===== src/tx_slot_pkg.sv =====
// Constants shared by the channel 7/8 transmit slot mapper.
// Assumes an 8-bit register port and an externally generated bit clock and frame sync.
package tx_slot_pkg;

  localparam logic [7:0] TX_CH7_CFG_ADDR = 8'h24;
  localparam logic [7:0] TX_CH8_CFG_ADDR = 8'h25;
  localparam logic [7:0] TX_CH7_CFG_RESET = 8'h06;
  localparam logic [7:0] TX_CH8_CFG_RESET = 8'h07;
  localparam logic [7:0] TX_CH7_WR_MASK = 8'h7f;
  localparam logic [7:0] TX_CH8_WR_MASK = 8'h3f;
  localparam int SLOT_FIELD_MSB = 4;
  localparam int CH7_SRC_LSB = 5;
  localparam int CH7_SRC_MSB = 6;
  localparam int CH8_SRC_BIT = 5;
  localparam int SLOT_BITS = 5;
  localparam int SLOT_WORD_BITS = 32;

  typedef enum logic [1:0]
  {
    SRC7_TRISTATE = 2'b00,
    SRC7_RESERVED1 = 2'b01,
    SRC7_ECHO = 2'b10,
    SRC7_RESERVED3 = 2'b11
  } ch7_source_t;

  typedef enum logic [1:0]
  {
    FMT_TDM = 2'b00,
    FMT_I2S = 2'b01,
    FMT_LJ = 2'b10
  } frame_format_t;

endpackage

===== src/slot_pos_if.sv =====
// Carries the current slot position and bit launch strobe from the slot tracker.
// Assumes both ends run on the same system clock.
`timescale 1ns/1ps
interface slot_pos_if;
  logic [4:0] slot_pos;
  logic [4:0] bit_idx;
  logic       tick;

  modport src
  (
    output slot_pos,
    output bit_idx,
    output tick
  );

  modport dst
  (
    input slot_pos,
    input bit_idx,
    input tick
  );
endinterface


===== src/slot_tracker.sv =====
// Tracks the bit and slot position of the serial frame from the bit clock and frame sync.
// Assumes bclk and fsync are pins from outside the clk domain, well below clk/4.
`timescale 1ns/1ps
module slot_tracker
(
  input  wire logic                       clk,
  input  wire logic                       arst_n,
  input  wire logic                       bclk,
  input  wire logic                       fsync,
  input  wire tx_slot_pkg::frame_format_t format,
  slot_pos_if.src                         pos
);

  logic [2:0] bclk_sync_reg;
  logic [1:0] fs_sync_reg;
  logic       fs_prev_reg;
  logic       right_reg;
  logic [4:0] bit_reg;
  logic [4:0] slot_reg;
  logic       tick_reg;

  wire bclk_rise = bclk_sync_reg[1] & ~bclk_sync_reg[2];
  wire bclk_fall = ~bclk_sync_reg[1] & bclk_sync_reg[2];
  wire fs_s = fs_sync_reg[1];
  wire is_tdm = (format == tx_slot_pkg::FMT_TDM);
  // TDM frames start on the rising frame sync; I2S and LJ restart on each half.
  wire frame_start = is_tdm ? (fs_s & ~fs_prev_reg) : (fs_s ^ fs_prev_reg);
  // I2S has the left half while sync is low, left-justified while it is high.
  wire right_next = (format == tx_slot_pkg::FMT_I2S) ? fs_s : ~fs_s;
  wire last_bit = (bit_reg == 5'(tx_slot_pkg::SLOT_WORD_BITS - 1));

  always_ff @(posedge clk or negedge arst_n)
  begin
    if (!arst_n)
    begin
      bclk_sync_reg <= 3'h0;
      fs_sync_reg <= 2'h0;
    end
    else
    begin
      bclk_sync_reg <= {bclk_sync_reg[1:0], bclk};
      fs_sync_reg <= {fs_sync_reg[0], fsync};
    end
  end

  always_ff @(posedge clk or negedge arst_n)
  begin
    if (!arst_n)
    begin
      fs_prev_reg <= 1'b0;
      right_reg <= 1'b0;
      bit_reg <= 5'h0;
      slot_reg <= 5'h0;
    end
    else if (bclk_rise)
    begin
      fs_prev_reg <= fs_s;
      if (frame_start)
      begin
        bit_reg <= 5'h0;
        slot_reg <= 5'h0;
        right_reg <= right_next;
      end
      else
      begin
        bit_reg <= last_bit ? 5'h0 : bit_reg + 5'h1;
        slot_reg <= last_bit ? slot_reg + 5'h1 : slot_reg;
      end
    end
  end

  always_ff @(posedge clk or negedge arst_n)
  begin
    if (!arst_n)
      tick_reg <= 1'b0;
    else
      tick_reg <= bclk_fall;
  end

  // Two-channel formats put the half in the top bit and the slot in the low four.
  assign pos.slot_pos = is_tdm ? slot_reg : {right_reg, slot_reg[3:0]};
  assign pos.bit_idx = bit_reg;
  assign pos.tick = tick_reg;

endmodule


===== src/tx_ch78_slot_map.sv =====
// Transmit slot mapper for serial output channels 7 and 8 with its two config registers.
// Assumes echo and link data words are held stable on clk by the surrounding audio path.
`timescale 1ns/1ps

module tx_ch78_slot_map
(
  input  wire logic                       clk,
  input  wire logic                       arst_n,
  input  wire logic [7:0]                 reg_addr,
  input  wire logic [7:0]                 reg_wdata,
  input  wire logic                       reg_wr,
  input  wire logic                       reg_rd,
  output logic      [7:0]                 reg_rdata,
  input  wire logic                       bclk,
  input  wire logic                       fsync,
  input  wire tx_slot_pkg::frame_format_t format,
  input  wire logic [15:0]                echo_reference_first,
  input  wire logic [15:0]                echo_reference_second,
  input  wire logic [31:0]                inter_chip_link_data,
  output logic                            sdout_o,
  output logic                            sdout_oe
);

  logic [7:0] ch7_cfg_reg;
  logic [7:0] ch8_cfg_reg;
  logic [7:0] rdata_reg;
  logic       dout_reg;
  logic       oe_reg;

  slot_pos_if pos_bus ();

  slot_tracker u_tracker
  (
    .clk    (clk),
    .arst_n (arst_n),
    .bclk   (bclk),
    .fsync  (fsync),
    .format (format),
    .pos    (pos_bus.src)
  );

  wire wr_ch7 = reg_wr & (reg_addr == tx_slot_pkg::TX_CH7_CFG_ADDR);
  wire wr_ch8 = reg_wr & (reg_addr == tx_slot_pkg::TX_CH8_CFG_ADDR);
  wire rd_ch7 = reg_rd & (reg_addr == tx_slot_pkg::TX_CH7_CFG_ADDR);
  wire rd_ch8 = reg_rd & (reg_addr == tx_slot_pkg::TX_CH8_CFG_ADDR);
  // Reserved bits are masked off so they always read back as zero.
  wire [7:0] ch7_cfg_next = reg_wdata & tx_slot_pkg::TX_CH7_WR_MASK;
  wire [7:0] ch8_cfg_next = reg_wdata & tx_slot_pkg::TX_CH8_WR_MASK;
  wire [7:0] rdata_next = rd_ch7 ? ch7_cfg_reg : (rd_ch8 ? ch8_cfg_reg : 8'h00);

  wire [4:0] ch7_slot = ch7_cfg_reg[tx_slot_pkg::SLOT_FIELD_MSB:0];
  wire [4:0] ch8_slot = ch8_cfg_reg[tx_slot_pkg::SLOT_FIELD_MSB:0];
  wire [1:0] ch7_src = ch7_cfg_reg[tx_slot_pkg::CH7_SRC_MSB:tx_slot_pkg::CH7_SRC_LSB];
  wire       ch8_src = ch8_cfg_reg[tx_slot_pkg::CH8_SRC_BIT];

  wire [31:0] echo_word = {echo_reference_first, echo_reference_second};
  // Words go out MSB first.
  wire [4:0] word_bit = 5'(tx_slot_pkg::SLOT_WORD_BITS - 1) - pos_bus.bit_idx;
  wire echo_bit = echo_word[word_bit];
  wire link_bit = inter_chip_link_data[word_bit];

  wire hit7 = pos_bus.tick & (pos_bus.slot_pos == ch7_slot);
  wire hit8 = pos_bus.tick & (pos_bus.slot_pos == ch8_slot);
  // Reserved channel 7 codes are treated like tri-state.
  wire drive7 = hit7 & (ch7_src == tx_slot_pkg::SRC7_ECHO);
  // Channel 7 wins if both channels are placed in the same slot and channel 7 has its echo source selected.
  wire drive8 = hit8 & ch8_src & ~drive7;
  wire oe_next = drive7 | drive8;
  wire dout_next = drive7 ? echo_bit : (drive8 ? link_bit : 1'b0);

  always_ff @(posedge clk or negedge arst_n)
  begin
    if (!arst_n)
    begin
      ch7_cfg_reg <= tx_slot_pkg::TX_CH7_CFG_RESET;
      ch8_cfg_reg <= tx_slot_pkg::TX_CH8_CFG_RESET;
    end
    else
    begin
      if (wr_ch7)
        ch7_cfg_reg <= ch7_cfg_next;
      if (wr_ch8)
        ch8_cfg_reg <= ch8_cfg_next;
    end
  end

  always_ff @(posedge clk or negedge arst_n)
  begin
    if (!arst_n)
      rdata_reg <= 8'h00;
    else
      rdata_reg <= rdata_next;
  end

  // Output pin state changes only at a bit launch and holds between them.
  always_ff @(posedge clk or negedge arst_n)
  begin
    if (!arst_n)
    begin
      oe_reg <= 1'b0;
      dout_reg <= 1'b0;
    end
    else if (pos_bus.tick)
    begin
      oe_reg <= oe_next;
      dout_reg <= dout_next;
    end
  end

  assign reg_rdata = rdata_reg;
  assign sdout_o = dout_reg;
  assign sdout_oe = oe_reg;
endmodule


===== config.mk =====
export PLATFORM = sky130hd
export DESIGN_NAME = tx_ch78_slot_map
export DESIGN_NICKNAME = d
export VERILOG_FILES = /design/src/tx_slot_pkg.sv /design/src/slot_pos_if.sv /design/src/slot_tracker.sv /design/src/tx_ch78_slot_map.sv
export SDC_FILE = /design/constraint.sdc
export NUM_CORES = 1
export LEC_CHECK = 0
export BUFFER_PORTS_ARGS = -buffer_cell sky130_fd_sc_hd__buf_2
export CAP_MARGIN = 10
export CORE_MARGIN = 10
export CORE_UTILIZATION = 45
export DETAILED_ROUTE_END_ITERATION = 7
export PLACE_DENSITY = 0.79
export RECOVER_POWER = 100
export SLEW_MARGIN = 20
export SYNTH_ARGS = -nofsm -noshare
export SYNTH_HDL_FRONTEND = slang
export SYNTH_SLANG_ARGS = --single-unit
export TNS_END_PERCENT = 10

===== constraint.sdc =====
create_clock -name clk -period 2.94 [get_ports clk]
set_input_delay 0.588 -clock clk [delete_from_list [all_inputs] [get_ports clk]]
set_output_delay 0.588 -clock clk [all_outputs]
set_load 0.02 [all_outputs]

==> results.rst, run 1 <==
.. list-table::
   :header-rows: 1

   * - Metric
     - Value
   * - Number of cells traversed by the worst hold path
     - 0
   * - Critical R2R Capture
     - u_tracker.slot_reg[4]
   * - Routed WL per cell
     - 16.5 um
   * - Most prevalent standard cell on the critical path
     - sky130_fd_sc_hd__ha_1
   * - Number of antenna violations at the first check in global routing
     - 0
   * - Cell area after technology mapping
     - 2360 um2
   * - Violated checks
     - capacitance limit, slew limit
   * - Largest delay contributor family on the critical path
     - flip-flops
   * - Shortest clock period the worst path allows after layout
     - 2.45 ns
   * - RSZ-0062 raised after global routing
     - no
   * - Die area
     - 8550 um2
   * - Total number of placement rows
     - 26
   * - Outcome
     - complete, but fails checks
   * - Total stage count of the critical path
     - 8
   * - Post-route antenna net violation count
     - 0
   * - Max H-tree Level
     - 2
   * - Predominant post-synthesis flop cell
     - sky130_fd_sc_hd__dfrtp_1
   * - Number of distinct library cells after synthesis
     - 41
   * - First-pass DRT Iterations
     - 4
   * - Vias post-DR
     - 1854
   * - CP startpoint kind
     - flip-flop
   * - Vias in the first global route
     - 2061
   * - Critical path buffers and inverters
     - 1
   * - Die X-Extent
     - 92.5 um
   * - Final antenna diode count
     - 0
   * - Final hold violations
     - 0
   * - Setup fix buffers added after clock tree synthesis
     - 0
   * - Relative slew slack
     - -36.2%
   * - Filler instances
     - 437
   * - IO Count
     - 98
   * - Routability congestion estimate
     - 0.846
   * - Setup crit start
     - u_tracker.pos.bit_idx[1]
   * - Share of layout cells above drive strength 1
     - 47.9%
   * - Maximum number of pins on one net before global-route repair
     - 41
   * - Post-synthesis sequential element count
     - 40
   * - Most frequent cells in the layout
     - sky130_fd_sc_hd__buf_2 (84), sky130_fd_sc_hd__dfrtp_1 (35), sky130_fd_sc_hd__mux4_2 (20), sky130_fd_sc_hd__mux2_2 (16), sky130_fd_sc_hd__nor2_1 (14)
   * - Share of flip-flops with an asynchronous set or reset after synthesis
     - 100%
   * - Number of failing setup endpoints in the final timing report
     - 0
   * - Gate Count Post-Synth
     - 188
   * - Cells along the critical path
     - ha_1 > and3_1 > ha_1 > inv_1 > a31oi_1 > nand4_1 > xor2_1 > nor2_1
   * - Hold bufs inserted after CTS
     - 0
   * - Static Leak
     - 0.00140 uW
   * - Estimated wirelength of the detail-placed design
     - 4800 um
   * - Area delta synth->final
     - 25.2%
   * - Min setup slack post-route
     - 0.488 ns
   * - Crit path largest cell delay
     - 0.84 ns
   * - Place WS
     - 0.450 ns
   * - Input/output buffers
     - 95
   * - Cell with the largest stage delay on the worst path
     - sky130_fd_sc_hd__dfrtp_1
   * - Y dimension of the die
     - 92.5 um
   * - Highest net fanout along the worst path
     - 16
   * - Worst-case reg-to-reg path depth
     - 8
   * - Starting DRT DRC Count
     - 39
   * - Clock Latency Late Sink
     - 0.29 ns
   * - Worst EP arrival
     - 2.61 ns
   * - Clock Root Buffer
     - sky130_fd_sc_hd__clkbuf_8
   * - Resize count post-CTS
     - 0
   * - Count of flip-flops with a built-in enable after synthesis
     - 0
   * - CP endpoint
     - u_tracker.slot_reg[4]
   * - Max-cap check violation count
     - 1
   * - Top post-synthesis cells by area
     - sky130_fd_sc_hd__dfrtp_1 (37%), sky130_fd_sc_hd__mux4_2 (19%), sky130_fd_sc_hd__mux2_2 (7.6%)
   * - Critical register-to-register path startpoint
     - u_tracker.pos.bit_idx[1]
   * - Remaining DRCs
     - 0
   * - Library cell with the largest summed area after synthesis
     - sky130_fd_sc_hd__dfrtp_1
   * - Portion of the post-synthesis area used by sequential elements
     - 42.6%
   * - Clock tree buffer depth
     - 2
   * - Kind of critical path
     - flip-flop to flip-flop
   * - TritonCTS clock tree
     - done
   * - Number of nets in the layout
     - 373
   * - GRT Total Usage
     - 14.0%
   * - Required time of the critical path
     - 3.10 ns
   * - CP Capture Type
     - flip-flop
   * - Total number of yosys warnings
     - 0
   * - Core area
     - 5110 um2
   * - Remaining global-route overflow
     - 0
   * - Highest attainable clock frequency
     - 408 MHz
   * - Maximum ir drop on the vdd rail
     - 0.000224 V
   * - Max-slew violation total from the final report
     - 41
   * - Startpoint of the lowest-slack hold path
     - u_tracker.fs_sync_reg[0]
   * - Starting Density
     - 46.3%
   * - Pwr per Cell Area
     - 532 nW/um2
   * - Total Wirelength
     - 5800 um
   * - Post-route fraction of the period consumed by the critical path
     - 83.4%
   * - Worst reg-to-reg setup slack
     - 0.49 ns
   * - First-pass GRT wire length
     - 9760 um
   * - Avg Synthesized Cell Area
     - 12.6 um2
   * - Setup_tns
     - 0 ns
   * - Type of the most critical hold path
     - flip-flop to flip-flop
   * - Area share of the largest cell type after synthesis
     - 37.1%
   * - Final Skew
     - 0.00591 ns
   * - Placed standard-cell area
     - 2880 um2
   * - Number of buffers created by CTS
     - 5
   * - Number of nets produced by synthesis
     - 280
   * - Final design area excluding fillers
     - 2960 um2
   * - Most frequent standard cell in the layout excluding fill and tap cells
     - sky130_fd_sc_hd__buf_2
   * - Number of vias per cell
     - 5.27
   * - Worst-path clk slew
     - 0.07 ns
   * - Sink Count
     - 40
   * - Least-Margin Pin Slew
     - 2.04 ns
==> cells by family (layout without fill, tap and decap cells) <==
kind of cell / after synthesis / count (layout) / synth area share [%]
other: 1 / 1 / 0.159
XOR/XNOR: 15 / 15 / 5.56
AND/OR/NAND/NOR: 47 / 47 / 10.2
adder cells (fa/ha/maj): 4 / 4 / 2.12
buffers and inverters: 17 / 111 / 3.39
multiplexers: 44 / 44 / 30.1
flip-flops: 40 / 40 / 42.6
AO/OA/AOI/OAI: 20 / 20 / 5.83
==> worst reg2reg max path: cells and delay by family (launching register included) <==
kind	cells	cell delay (ns)
xor+xnor	1	0.16
buf+inv	1	0.04
flops	1	0.84
fa+ha+maj	2	0.44
simple gates	3	0.39
compound gates	1	0.46
==> synth_stat cells (2+ instances only) <==
cell and n:
sky130_fd_sc_hd__o21a_1 2, sky130_fd_sc_hd__a2111o_1 2, sky130_fd_sc_hd__nand3_1 3, sky130_fd_sc_hd__mux4_2 20
sky130_fd_sc_hd__inv_1 7, sky130_fd_sc_hd__nand4_1 4, sky130_fd_sc_hd__nor4_1 2, sky130_fd_sc_hd__buf_1 2
sky130_fd_sc_hd__xor2_1 13, sky130_fd_sc_hd__nor3_1 2, sky130_fd_sc_hd__mux2_2 16, sky130_fd_sc_hd__o21ai_0 3
sky130_fd_sc_hd__mux2i_1 8, sky130_fd_sc_hd__nor2b_1 4, sky130_fd_sc_hd__dfstp_2 5, sky130_fd_sc_hd__dfrtp_1 35
sky130_fd_sc_hd__o22ai_1 2, sky130_fd_sc_hd__nor3b_1 2, sky130_fd_sc_hd__nand2_1 10, sky130_fd_sc_hd__ha_1 4
sky130_fd_sc_hd__xnor2_1 2, sky130_fd_sc_hd__buf_4 2, sky130_fd_sc_hd__clkbuf_1 4, sky130_fd_sc_hd__nor2_1 14
sky130_fd_sc_hd__a21oi_1 4
==> through the flow <==
step	total power [uW]	hold slack, ns	util, %	cells
floorplan	1110	0.292	-	188
detailed placement	1230	0.337	56.4	344
global placement	1220	0.332	56.4	344
CTS	1600	0.354	58.2	352
global route	1690	0.376	57.9	352
finish	1570	0.355	57.9	352
==> metal layers <==
layer  wire, um  part of all wire (%)  track usage [%]  up-vias
li1           -                     -                -      888
met5          0                     0                0        -
met2       2660                    46             22.6      101
met1       2290                    39             15.3      865
met4          0                     0             2.70        0
met3        851                    15             9.20        0
==> worst min path at each step <==
| stage | end | slack [ns] |
|---|---|---|
| after floorplan | ch7_cfg_reg[0] | 0.29 |
| final | u_tracker.fs_sync_reg[1] | 0.35 |
| after detailed placement | u_tracker.fs_sync_reg[1] | 0.34 |
| after CTS | u_tracker.fs_sync_reg[1] | 0.35 |
| after global routing | u_tracker.fs_sync_reg[1] | 0.38 |
| after global placement | u_tracker.fs_sync_reg[1] | 0.33 |
==> area by class of cell <==
| type | instances | area, um2 | area share (%) |
|---|---|---|---|
| clock inverters | 2 | 10.0 | 0.338 |
| flip-flops and latches | 40 | 1010 | 34.1 |
| inverters | 7 | 26.3 | 0.888 |
| well taps | 70 | 87.6 | 2.96 |
| repair buffers | 96 | 469 | 15.9 |
| multi-input cells | 131 | 1270 | 43.1 |
| clock buffers | 6 | 82.6 | 2.79 |
==> power breakdown <==
group | leakage [uW] | total (uW) | switching [uW] | internal, uW
logic | 0.000833 | 478 | 163 | 315
clock network | 0.0000510 | 365 | 178 | 187
registers | 0.000517 | 731 | 126 | 605
No activity file was read; power rests on OpenSTA's default activity.
==> inputs of run 2 (changes only) <==
Settings changed: CORE_UTILIZATION 45 to 44, PLACE_DENSITY 0.79 to 0.8.
Clock period 2.94 ns to 2.03 ns, I/O delays scaled along.
==> run 2 against run 1 <==
Against the previous run:
- the run now ends clean
- final cell count increased by 2.3%
- total power rose by 49%
- worst hold slack lost 0.14 ns
- global-route usage increased by 0.57 points
- sequential share of layout area decreased by 0.83 points
- design area is 2.5% higher
- die area rose by 1.8%
- clock power grew 36%
- first-iteration DRC count rose by 5.1%
- routed wire length grew 5.7%
- combinational power is 86% higher
- highest routed layer is now met4
==> results.rst, run 2 (synthesized netlist as in run 1, its figures left out) <==
.. list-table::
   :header-rows: 1

   * - Metric
     - Value
   * - Final design area excluding fillers
     - 3030 um2
   * - Type of the most critical hold path
     - input pin to flip-flop
   * - Shortest clock period the worst path allows after layout
     - 2.00 ns
   * - Vias in the first global route
     - 2157
   * - Filler instances
     - 430
   * - Area delta synth->final
     - 28.3%
   * - Post-route fraction of the period consumed by the critical path
     - 98.8%
   * - Cell with the largest stage delay on the worst path
     - sky130_fd_sc_hd__mux4_2
   * - Core area
     - 5170 um2
   * - Crit path largest cell delay
     - 0.50 ns
   * - Worst-path clk slew
     - 0.08 ns
   * - Outcome
     - completed
   * - Max-slew violation total from the final report
     - 0
   * - First-pass GRT wire length
     - 10100 um
   * - Total number of placement rows
     - 26
   * - Share of layout cells above drive strength 1
     - 49.0%
   * - Least-Margin Pin Slew
     - 0.967 ns
   * - IO Count
     - 98
   * - Starting DRT DRC Count
     - 41
   * - Most frequent standard cell in the layout excluding fill and tap cells
     - sky130_fd_sc_hd__buf_2
   * - Critical register-to-register path startpoint
     - u_tracker.pos.bit_idx[1]
   * - Number of nets in the layout
     - 381
   * - Hold bufs inserted after CTS
     - 0
   * - Y dimension of the die
     - 93.3 um
   * - WHS
     - 0.213 ns
   * - Worst EP arrival
     - 2.18 ns
   * - Post-route antenna net violation count
     - 0
   * - Hold worst-path end
     - u_tracker.fs_sync_reg[0]
   * - Largest delay contributor family on the critical path
     - multiplexers
   * - Startpoint of the lowest-slack hold path
     - fsync
   * - Total Wirelength
     - 6130 um
   * - Clock tree buffer depth
     - 2
   * - Number of antenna violations at the first check in global routing
     - 0
   * - CP Capture Type
     - flip-flop
   * - Final antenna diode count
     - 0
   * - Relative slew slack
     - 35.5%
   * - Static Leak
     - 0.00144 uW
   * - Remaining DRCs
     - 0
   * - Required time of the critical path
     - 2.20 ns
   * - Worst-case reg-to-reg path depth
     - 6
   * - Met2 Resource Use GR
     - 22.5%
   * - Number of buffers created by CTS
     - 5
   * - Die area
     - 8700 um2
   * - Placed standard-cell area
     - 2960 um2
   * - Clock Latency Late Sink
     - 0.29 ns
   * - Vias post-DR
     - 1919
   * - Max-cap check violation count
     - 0
   * - Starting Density
     - 45.7%
   * - GRT Total Usage
     - 14.6%
   * - Final hold violations
     - 0
   * - Remaining global-route overflow
     - 0
   * - Kind of critical path
     - flip-flop to flip-flop
   * - Routed WL per cell
     - 17.0 um
   * - Pwr per Cell Area
     - 776 nW/um2
   * - Maximum number of pins on one net before global-route repair
     - 41
   * - Highest attainable clock frequency
     - 499 MHz
   * - CP startpoint kind
     - flip-flop
   * - First-pass DRT Iterations
     - 4
   * - Max H-tree Level
     - 2
   * - TritonCTS clock tree
     - done
   * - Die X-Extent
     - 93.3 um
   * - Most prevalent standard cell on the critical path
     - sky130_fd_sc_hd__mux4_2
   * - Worst reg-to-reg setup slack
     - 0.03 ns
   * - Met1 Resource Use GR
     - 15.9%
   * - Number of cells traversed by the worst hold path
     - 1
   * - RSZ-0062 raised after global routing
     - yes
   * - Number of vias per cell
     - 5.33
   * - Clock Root Buffer
     - sky130_fd_sc_hd__clkbuf_8
   * - Most frequent cells in the layout
     - sky130_fd_sc_hd__buf_2 (86), sky130_fd_sc_hd__dfrtp_1 (35), sky130_fd_sc_hd__mux4_2 (20), sky130_fd_sc_hd__mux2_2 (16), sky130_fd_sc_hd__nor2_1 (14)
   * - Input/output buffers
     - 95
   * - Peak-usage layer in the global routing report
     - met2
   * - Highest net fanout along the worst path
     - 9
   * - Critical R2R Capture
     - sdout_o
   * - Critical path buffers and inverters
     - 1
   * - Routing usage on met3
     - 8.79%
   * - Final Skew
     - 0.00702 ns
   * - Estimated wirelength of the detail-placed design
     - 5140 um
   * - Routability congestion estimate
     - 0.892
   * - Number of failing setup endpoints in the final timing report
     - 0
   * - Maximum ir drop on the vdd rail
     - 0.000350 V
   * - Sink Count
     - 40
   * - Cells along the critical path
     - buf_12 > mux4_2 > mux4_2 > mux2i_1 > a2bb2oi_1 > o21ai_1
## run 2: changes by cell type in the layout (fill, tap and decap cells not counted), sizes merged
| cell | delta |
|---|---|
| clkinv | -1 |
| buf | +8 |
| clkbuf | +1 |
## run 2: per-layer routing
| metal | wire, um | up-vias |
|---|---|---|
| met4 | 134 | 0 |
| met5 | 0 | - |
| li1 | - | 901 |
| met1 | 2400 | 894 |
| met2 | 2730 | 109 |
| met3 | 864 | 15 |
## run 2: worst max path at each step
stage / startpoint / endpoint / slack [ns] / cells past startpoint
finish: u_tracker.pos.bit_idx[1] / sdout_o / 0.03 / 6
CTS: u_tracker.pos.bit_idx[1] / sdout_o / 0.009 / 6
global route: u_tracker.pos.bit_idx[1] / sdout_o / -0.09 / 6
floorplan: u_tracker.pos.bit_idx[1] / sdout_o / -0.03 / 7
global placement: u_tracker.pos.bit_idx[1] / sdout_o / 0.07 / 6
detailed placement: u_tracker.pos.bit_idx[1] / sdout_o / 0.02 / 6
## run 2: worst register-to-register path: cells and delay by family, from the launching register on
family / cells / cell delay (ns)
buf+inv: 1 / 0.15
flops: 1 / 0.37
mux: 3 / 1.14
compound gates: 2 / 0.23
## run 2: area by class of cell
cell class / count / area, um2 / area share [%]
clock buffer: 7 / 76.3 / 2.52
clock inverter: 1 / 5.00 / 0.165
inverter: 7 / 26.3 / 0.867
multi-input combinational: 131 / 1270 / 42.1
sequential: 40 / 1010 / 33.2
tap: 70 / 87.6 / 2.89
timing repair buffer: 104 / 554 / 18.3
## run 2: repair_timing
| action | CTS | global route |
|---|---|---|
| hold endpoints to repair | 0 | 0 |
| endpoints found under the setup margin | 0 | 5 |
| gates resized for setup | 0 | 1 |
| buffers inserted | 0 | 0 |
## run 2: report_power, final
group | switching, uW | internal, uW | total, uW | leakage (uW)
registers | 87.5 | 878 | 965 | 0.000517
clock network | 255 | 241 | 496 | 0.0000422
logic | 361 | 529 | 890 | 0.000883
total | 704 | 1650 | 2350 | 0.00144
## run 2: per-stage QoR
stage / setup TNS [ns] / total power (uW) / cells / setup WS (ns) / utilization [%]
3_5_place_dp: 0 / 1880 / 352 / 0.0208 / 57.3
6_report: 0 / 2350 / 360 / 0.0253 / 58.6
3_3_place_gp: 0 / 1840 / 352 / 0.0675 / 57.3
4_1_cts: 0 / 2380 / 360 / 0.00891 / 58.9
2_1_floorplan: -0.0278 / 1600 / 188 / -0.0278 / -
5_1_grt: -0.207 / 2500 / 360 / -0.0922 / 58.6
==> inputs of run 3 (changes only) <==
Settings changed: PLACE_DENSITY 0.8 to not set, PLACE_DENSITY_LB_ADDON set to 0.25.
==> run 3 against run 2 <==
Against the previous run:
- clock skew down 0.00073 ns
- the run now ends with setup timing left
- worst setup slack worse by 0.051 ns
- first-iteration DRC count is 90% higher
- count of clock-buffer cells in the layout is the same
- sequential power rose by 0.5%
- final cell count rose by 1.4%
- design area up 1.9%
- sequential cell count unchanged
- critical path depth did not move
- total power is 2.5% higher
- critical endpoint unchanged
- via count decreased by 0.73%
- non-clock buffer count up 5
==> results.rst, run 3 (synthesized netlist as in run 1, its figures left out) <==
.. list-table::
   :header-rows: 1

   * - Metric
     - Value
   * - Area delta synth->final
     - 30.7%
   * - First-pass GRT wire length
     - 10200 um
   * - Clock Root Buffer
     - sky130_fd_sc_hd__clkbuf_8
   * - RSZ-0062 raised after global routing
     - yes
   * - WHS
     - 0.215 ns
   * - Least-Margin Pin Slew
     - 0.949 ns
   * - GRT Total Usage
     - 14.6%
   * - Required time of the critical path
     - 2.20 ns
   * - Max-cap check violation count
     - 0
   * - TritonCTS clock tree
     - done
   * - Remaining global-route overflow
     - 0
   * - CP startpoint kind
     - flip-flop
   * - Max-slew violation total from the final report
     - 0
   * - Max H-tree Level
     - 2
   * - Final hold violations
     - 0
   * - Most frequent cells in the layout
     - sky130_fd_sc_hd__buf_2 (86), sky130_fd_sc_hd__dfrtp_1 (34), sky130_fd_sc_hd__mux4_2 (20), sky130_fd_sc_hd__mux2_2 (16), sky130_fd_sc_hd__nor2_1 (14)
   * - Maximum ir drop on the vdd rail
     - 0.000372 V
   * - Relative slew slack
     - 36.7%
   * - Storage cell area
     - 1010 um2
   * - Worst EP arrival
     - 2.22 ns
   * - Estimated wirelength of the detail-placed design
     - 5040 um
   * - Clock Latency Late Sink
     - 0.29 ns
   * - Final antenna diode count
     - 0
   * - Share of layout cells above drive strength 1
     - 50.5%
   * - Vias in the first global route
     - 2126
   * - CP endpoint
     - sdout_o
   * - Final Skew
     - 0.00629 ns
   * - Place WS
     - -0.0589 ns
   * - Total number of placement rows
     - 26
   * - Static Leak
     - 0.00148 uW
   * - Violated checks
     - setup timing
   * - Y dimension of the die
     - 93.3 um
   * - Most frequent standard cell in the layout excluding fill and tap cells
     - sky130_fd_sc_hd__buf_2
   * - Placed Cells incl. Taps
     - 355
   * - Die area
     - 8700 um2
   * - Type of the most critical hold path
     - input pin to flip-flop
   * - Worst-path clk slew
     - 0.07 ns
   * - Pwr per Cell Area
     - 780 nW/um2
   * - Number of buffers created by CTS
     - 5
   * - Sink Count
     - 40
   * - Critical R2R Capture
     - sdout_o
   * - Number of nets in the layout
     - 386
   * - Setup crit start
     - u_tracker.pos.bit_idx[1]
   * - Post-route fraction of the period consumed by the critical path
     - 101%
   * - Number of failing setup endpoints in the final timing report
     - 1
   * - Worst-case reg-to-reg path depth
     - 6
   * - Routed WL per cell
     - 16.7 um
   * - Die X-Extent
     - 93.3 um
   * - Combined area of the multi-input logic cells
     - 1270 um2
   * - Routability congestion estimate
     - 0.812
   * - Peak-usage layer in the global routing report
     - met2
   * - Total Wirelength
     - 6110 um
   * - Outcome
     - complete, but fails checks
   * - Core area
     - 5170 um2
   * - IO Count
     - 98
   * - Met2 Resource Use GR
     - 24.7%
   * - Starting Density
     - 45.7%
   * - Post-route antenna net violation count
     - 0
   * - Vias post-DR
     - 1905
   * - Maximum number of pins on one net before global-route repair
     - 41
   * - Routing usage on met3
     - 5.76%
   * - Remaining DRCs
     - 0
   * - Number of vias per cell
     - 5.22
   * - Shortest clock period the worst path allows after layout
     - 2.06 ns
   * - Starting DRT DRC Count
     - 78
   * - Worst reg-to-reg setup slack
     - -0.03 ns
   * - First-pass DRT Iterations
     - 4
   * - Kind of critical path
     - flip-flop to flip-flop
   * - Highest net fanout along the worst path
     - 5
   * - Min setup slack post-route
     - -0.0256 ns
   * - Number of antenna violations at the first check in global routing
     - 0
   * - Input/output buffers
     - 95
   * - CP Capture Type
     - flip-flop
   * - Met1 Resource Use GR
     - 16.4%
   * - Filler instances
     - 463
   * - Non-filler instance count after layout
     - 365
   * - Highest attainable clock frequency
     - 486 MHz
   * - Clock tree buffer depth
     - 2
   * - Critical register-to-register path startpoint
     - u_tracker.pos.bit_idx[1]
==> run 3: cell count changes in the layout (fill, tap and decap cells not counted) <==
cell	previous run	this run
sky130_fd_sc_hd__dfrtp_2	0	1
sky130_fd_sc_hd__buf_6	1	0
sky130_fd_sc_hd__buf_4	4	10
sky130_fd_sc_hd__clkbuf_1	12	11
sky130_fd_sc_hd__clkbuf_16	0	1
sky130_fd_sc_hd__dfrtp_1	35	34
==> run 3: per-layer routing <==
| layer | wire, um | vias up | part of all wire, % |
|---|---|---|---|
| met4 | 72 | 0 | 1.2 |
| met5 | 0 | - | 0 |
| li1 | - | 910 | - |
| met1 | 2440 | 922 | 40 |
| met3 | 550 | 6 | 9.0 |
| met2 | 3050 | 67 | 50 |
==> run 3: final cells by class <==
cell class	count	area share (%)
Multi-Input combinational cell	131	41.3
Tap cell	70	2.84
Timing Repair Buffer	109	19.7
Clock buffer	7	2.47
Inverter	7	0.851
Sequential cell	40	32.7
Clock inverter	1	0.162
==> run 3: timing repair <==
action	in CTS	in global routing
buffers inserted	1	0
gates resized for setup	0	1
gates cloned	0	1
setup endpoints to repair	1	1
hold buffers	0	0
==> run 3: worst max-delay path, stage by stage (launching register included) <==
cell and delay [ns]:
sky130_fd_sc_hd__dfrtp_2 0.42, sky130_fd_sc_hd__buf_12 0.13, sky130_fd_sc_hd__mux4_2 0.49, sky130_fd_sc_hd__mux4_2 0.48, sky130_fd_sc_hd__mux2i_1 0.16, sky130_fd_sc_hd__a2bb2oi_1 0.18
sky130_fd_sc_hd__o21ai_1 0.08
==> run 3: power by group <==
part,internal (uW),total [uW],leakage (uW),switching (uW)
clock network,241,504,0.0000422,263
logic,568,935,0.000919,368
registers,879,970,0.000516,91.1
==> run 3: per-stage QoR <==
| step | util [%] | instance area [um2] | TNS, ns | total power [uW] |
|---|---|---|---|---|
| after global placement | 57.7 | 2990 | -0.0182 | 1860 |
| after detailed placement | 57.7 | 2990 | -0.0589 | 1890 |
| after global routing | 59.7 | 3090 | -0.104 | 2580 |
| final | 59.7 | 3090 | -0.0256 | 2410 |
| after floorplan | - | 2360 | -0.0278 | 1600 |
| after CTS | 59.5 | 3080 | -0.0487 | 2400 |
==> run 3: worst min-delay path by stage <==
stage,start,end,cells past startpoint
floorplan,arst_n,ch7_cfg_reg[0],0
global placement,u_tracker.fs_sync_reg[0],u_tracker.fs_sync_reg[1],0
detailed placement,u_tracker.bclk_sync_reg[0],u_tracker.bclk_sync_reg[1],0
CTS,arst_n,reg_rdata[6],2
global route,bclk,u_tracker.bclk_sync_reg[0],1
finish,bclk,u_tracker.bclk_sync_reg[0],1
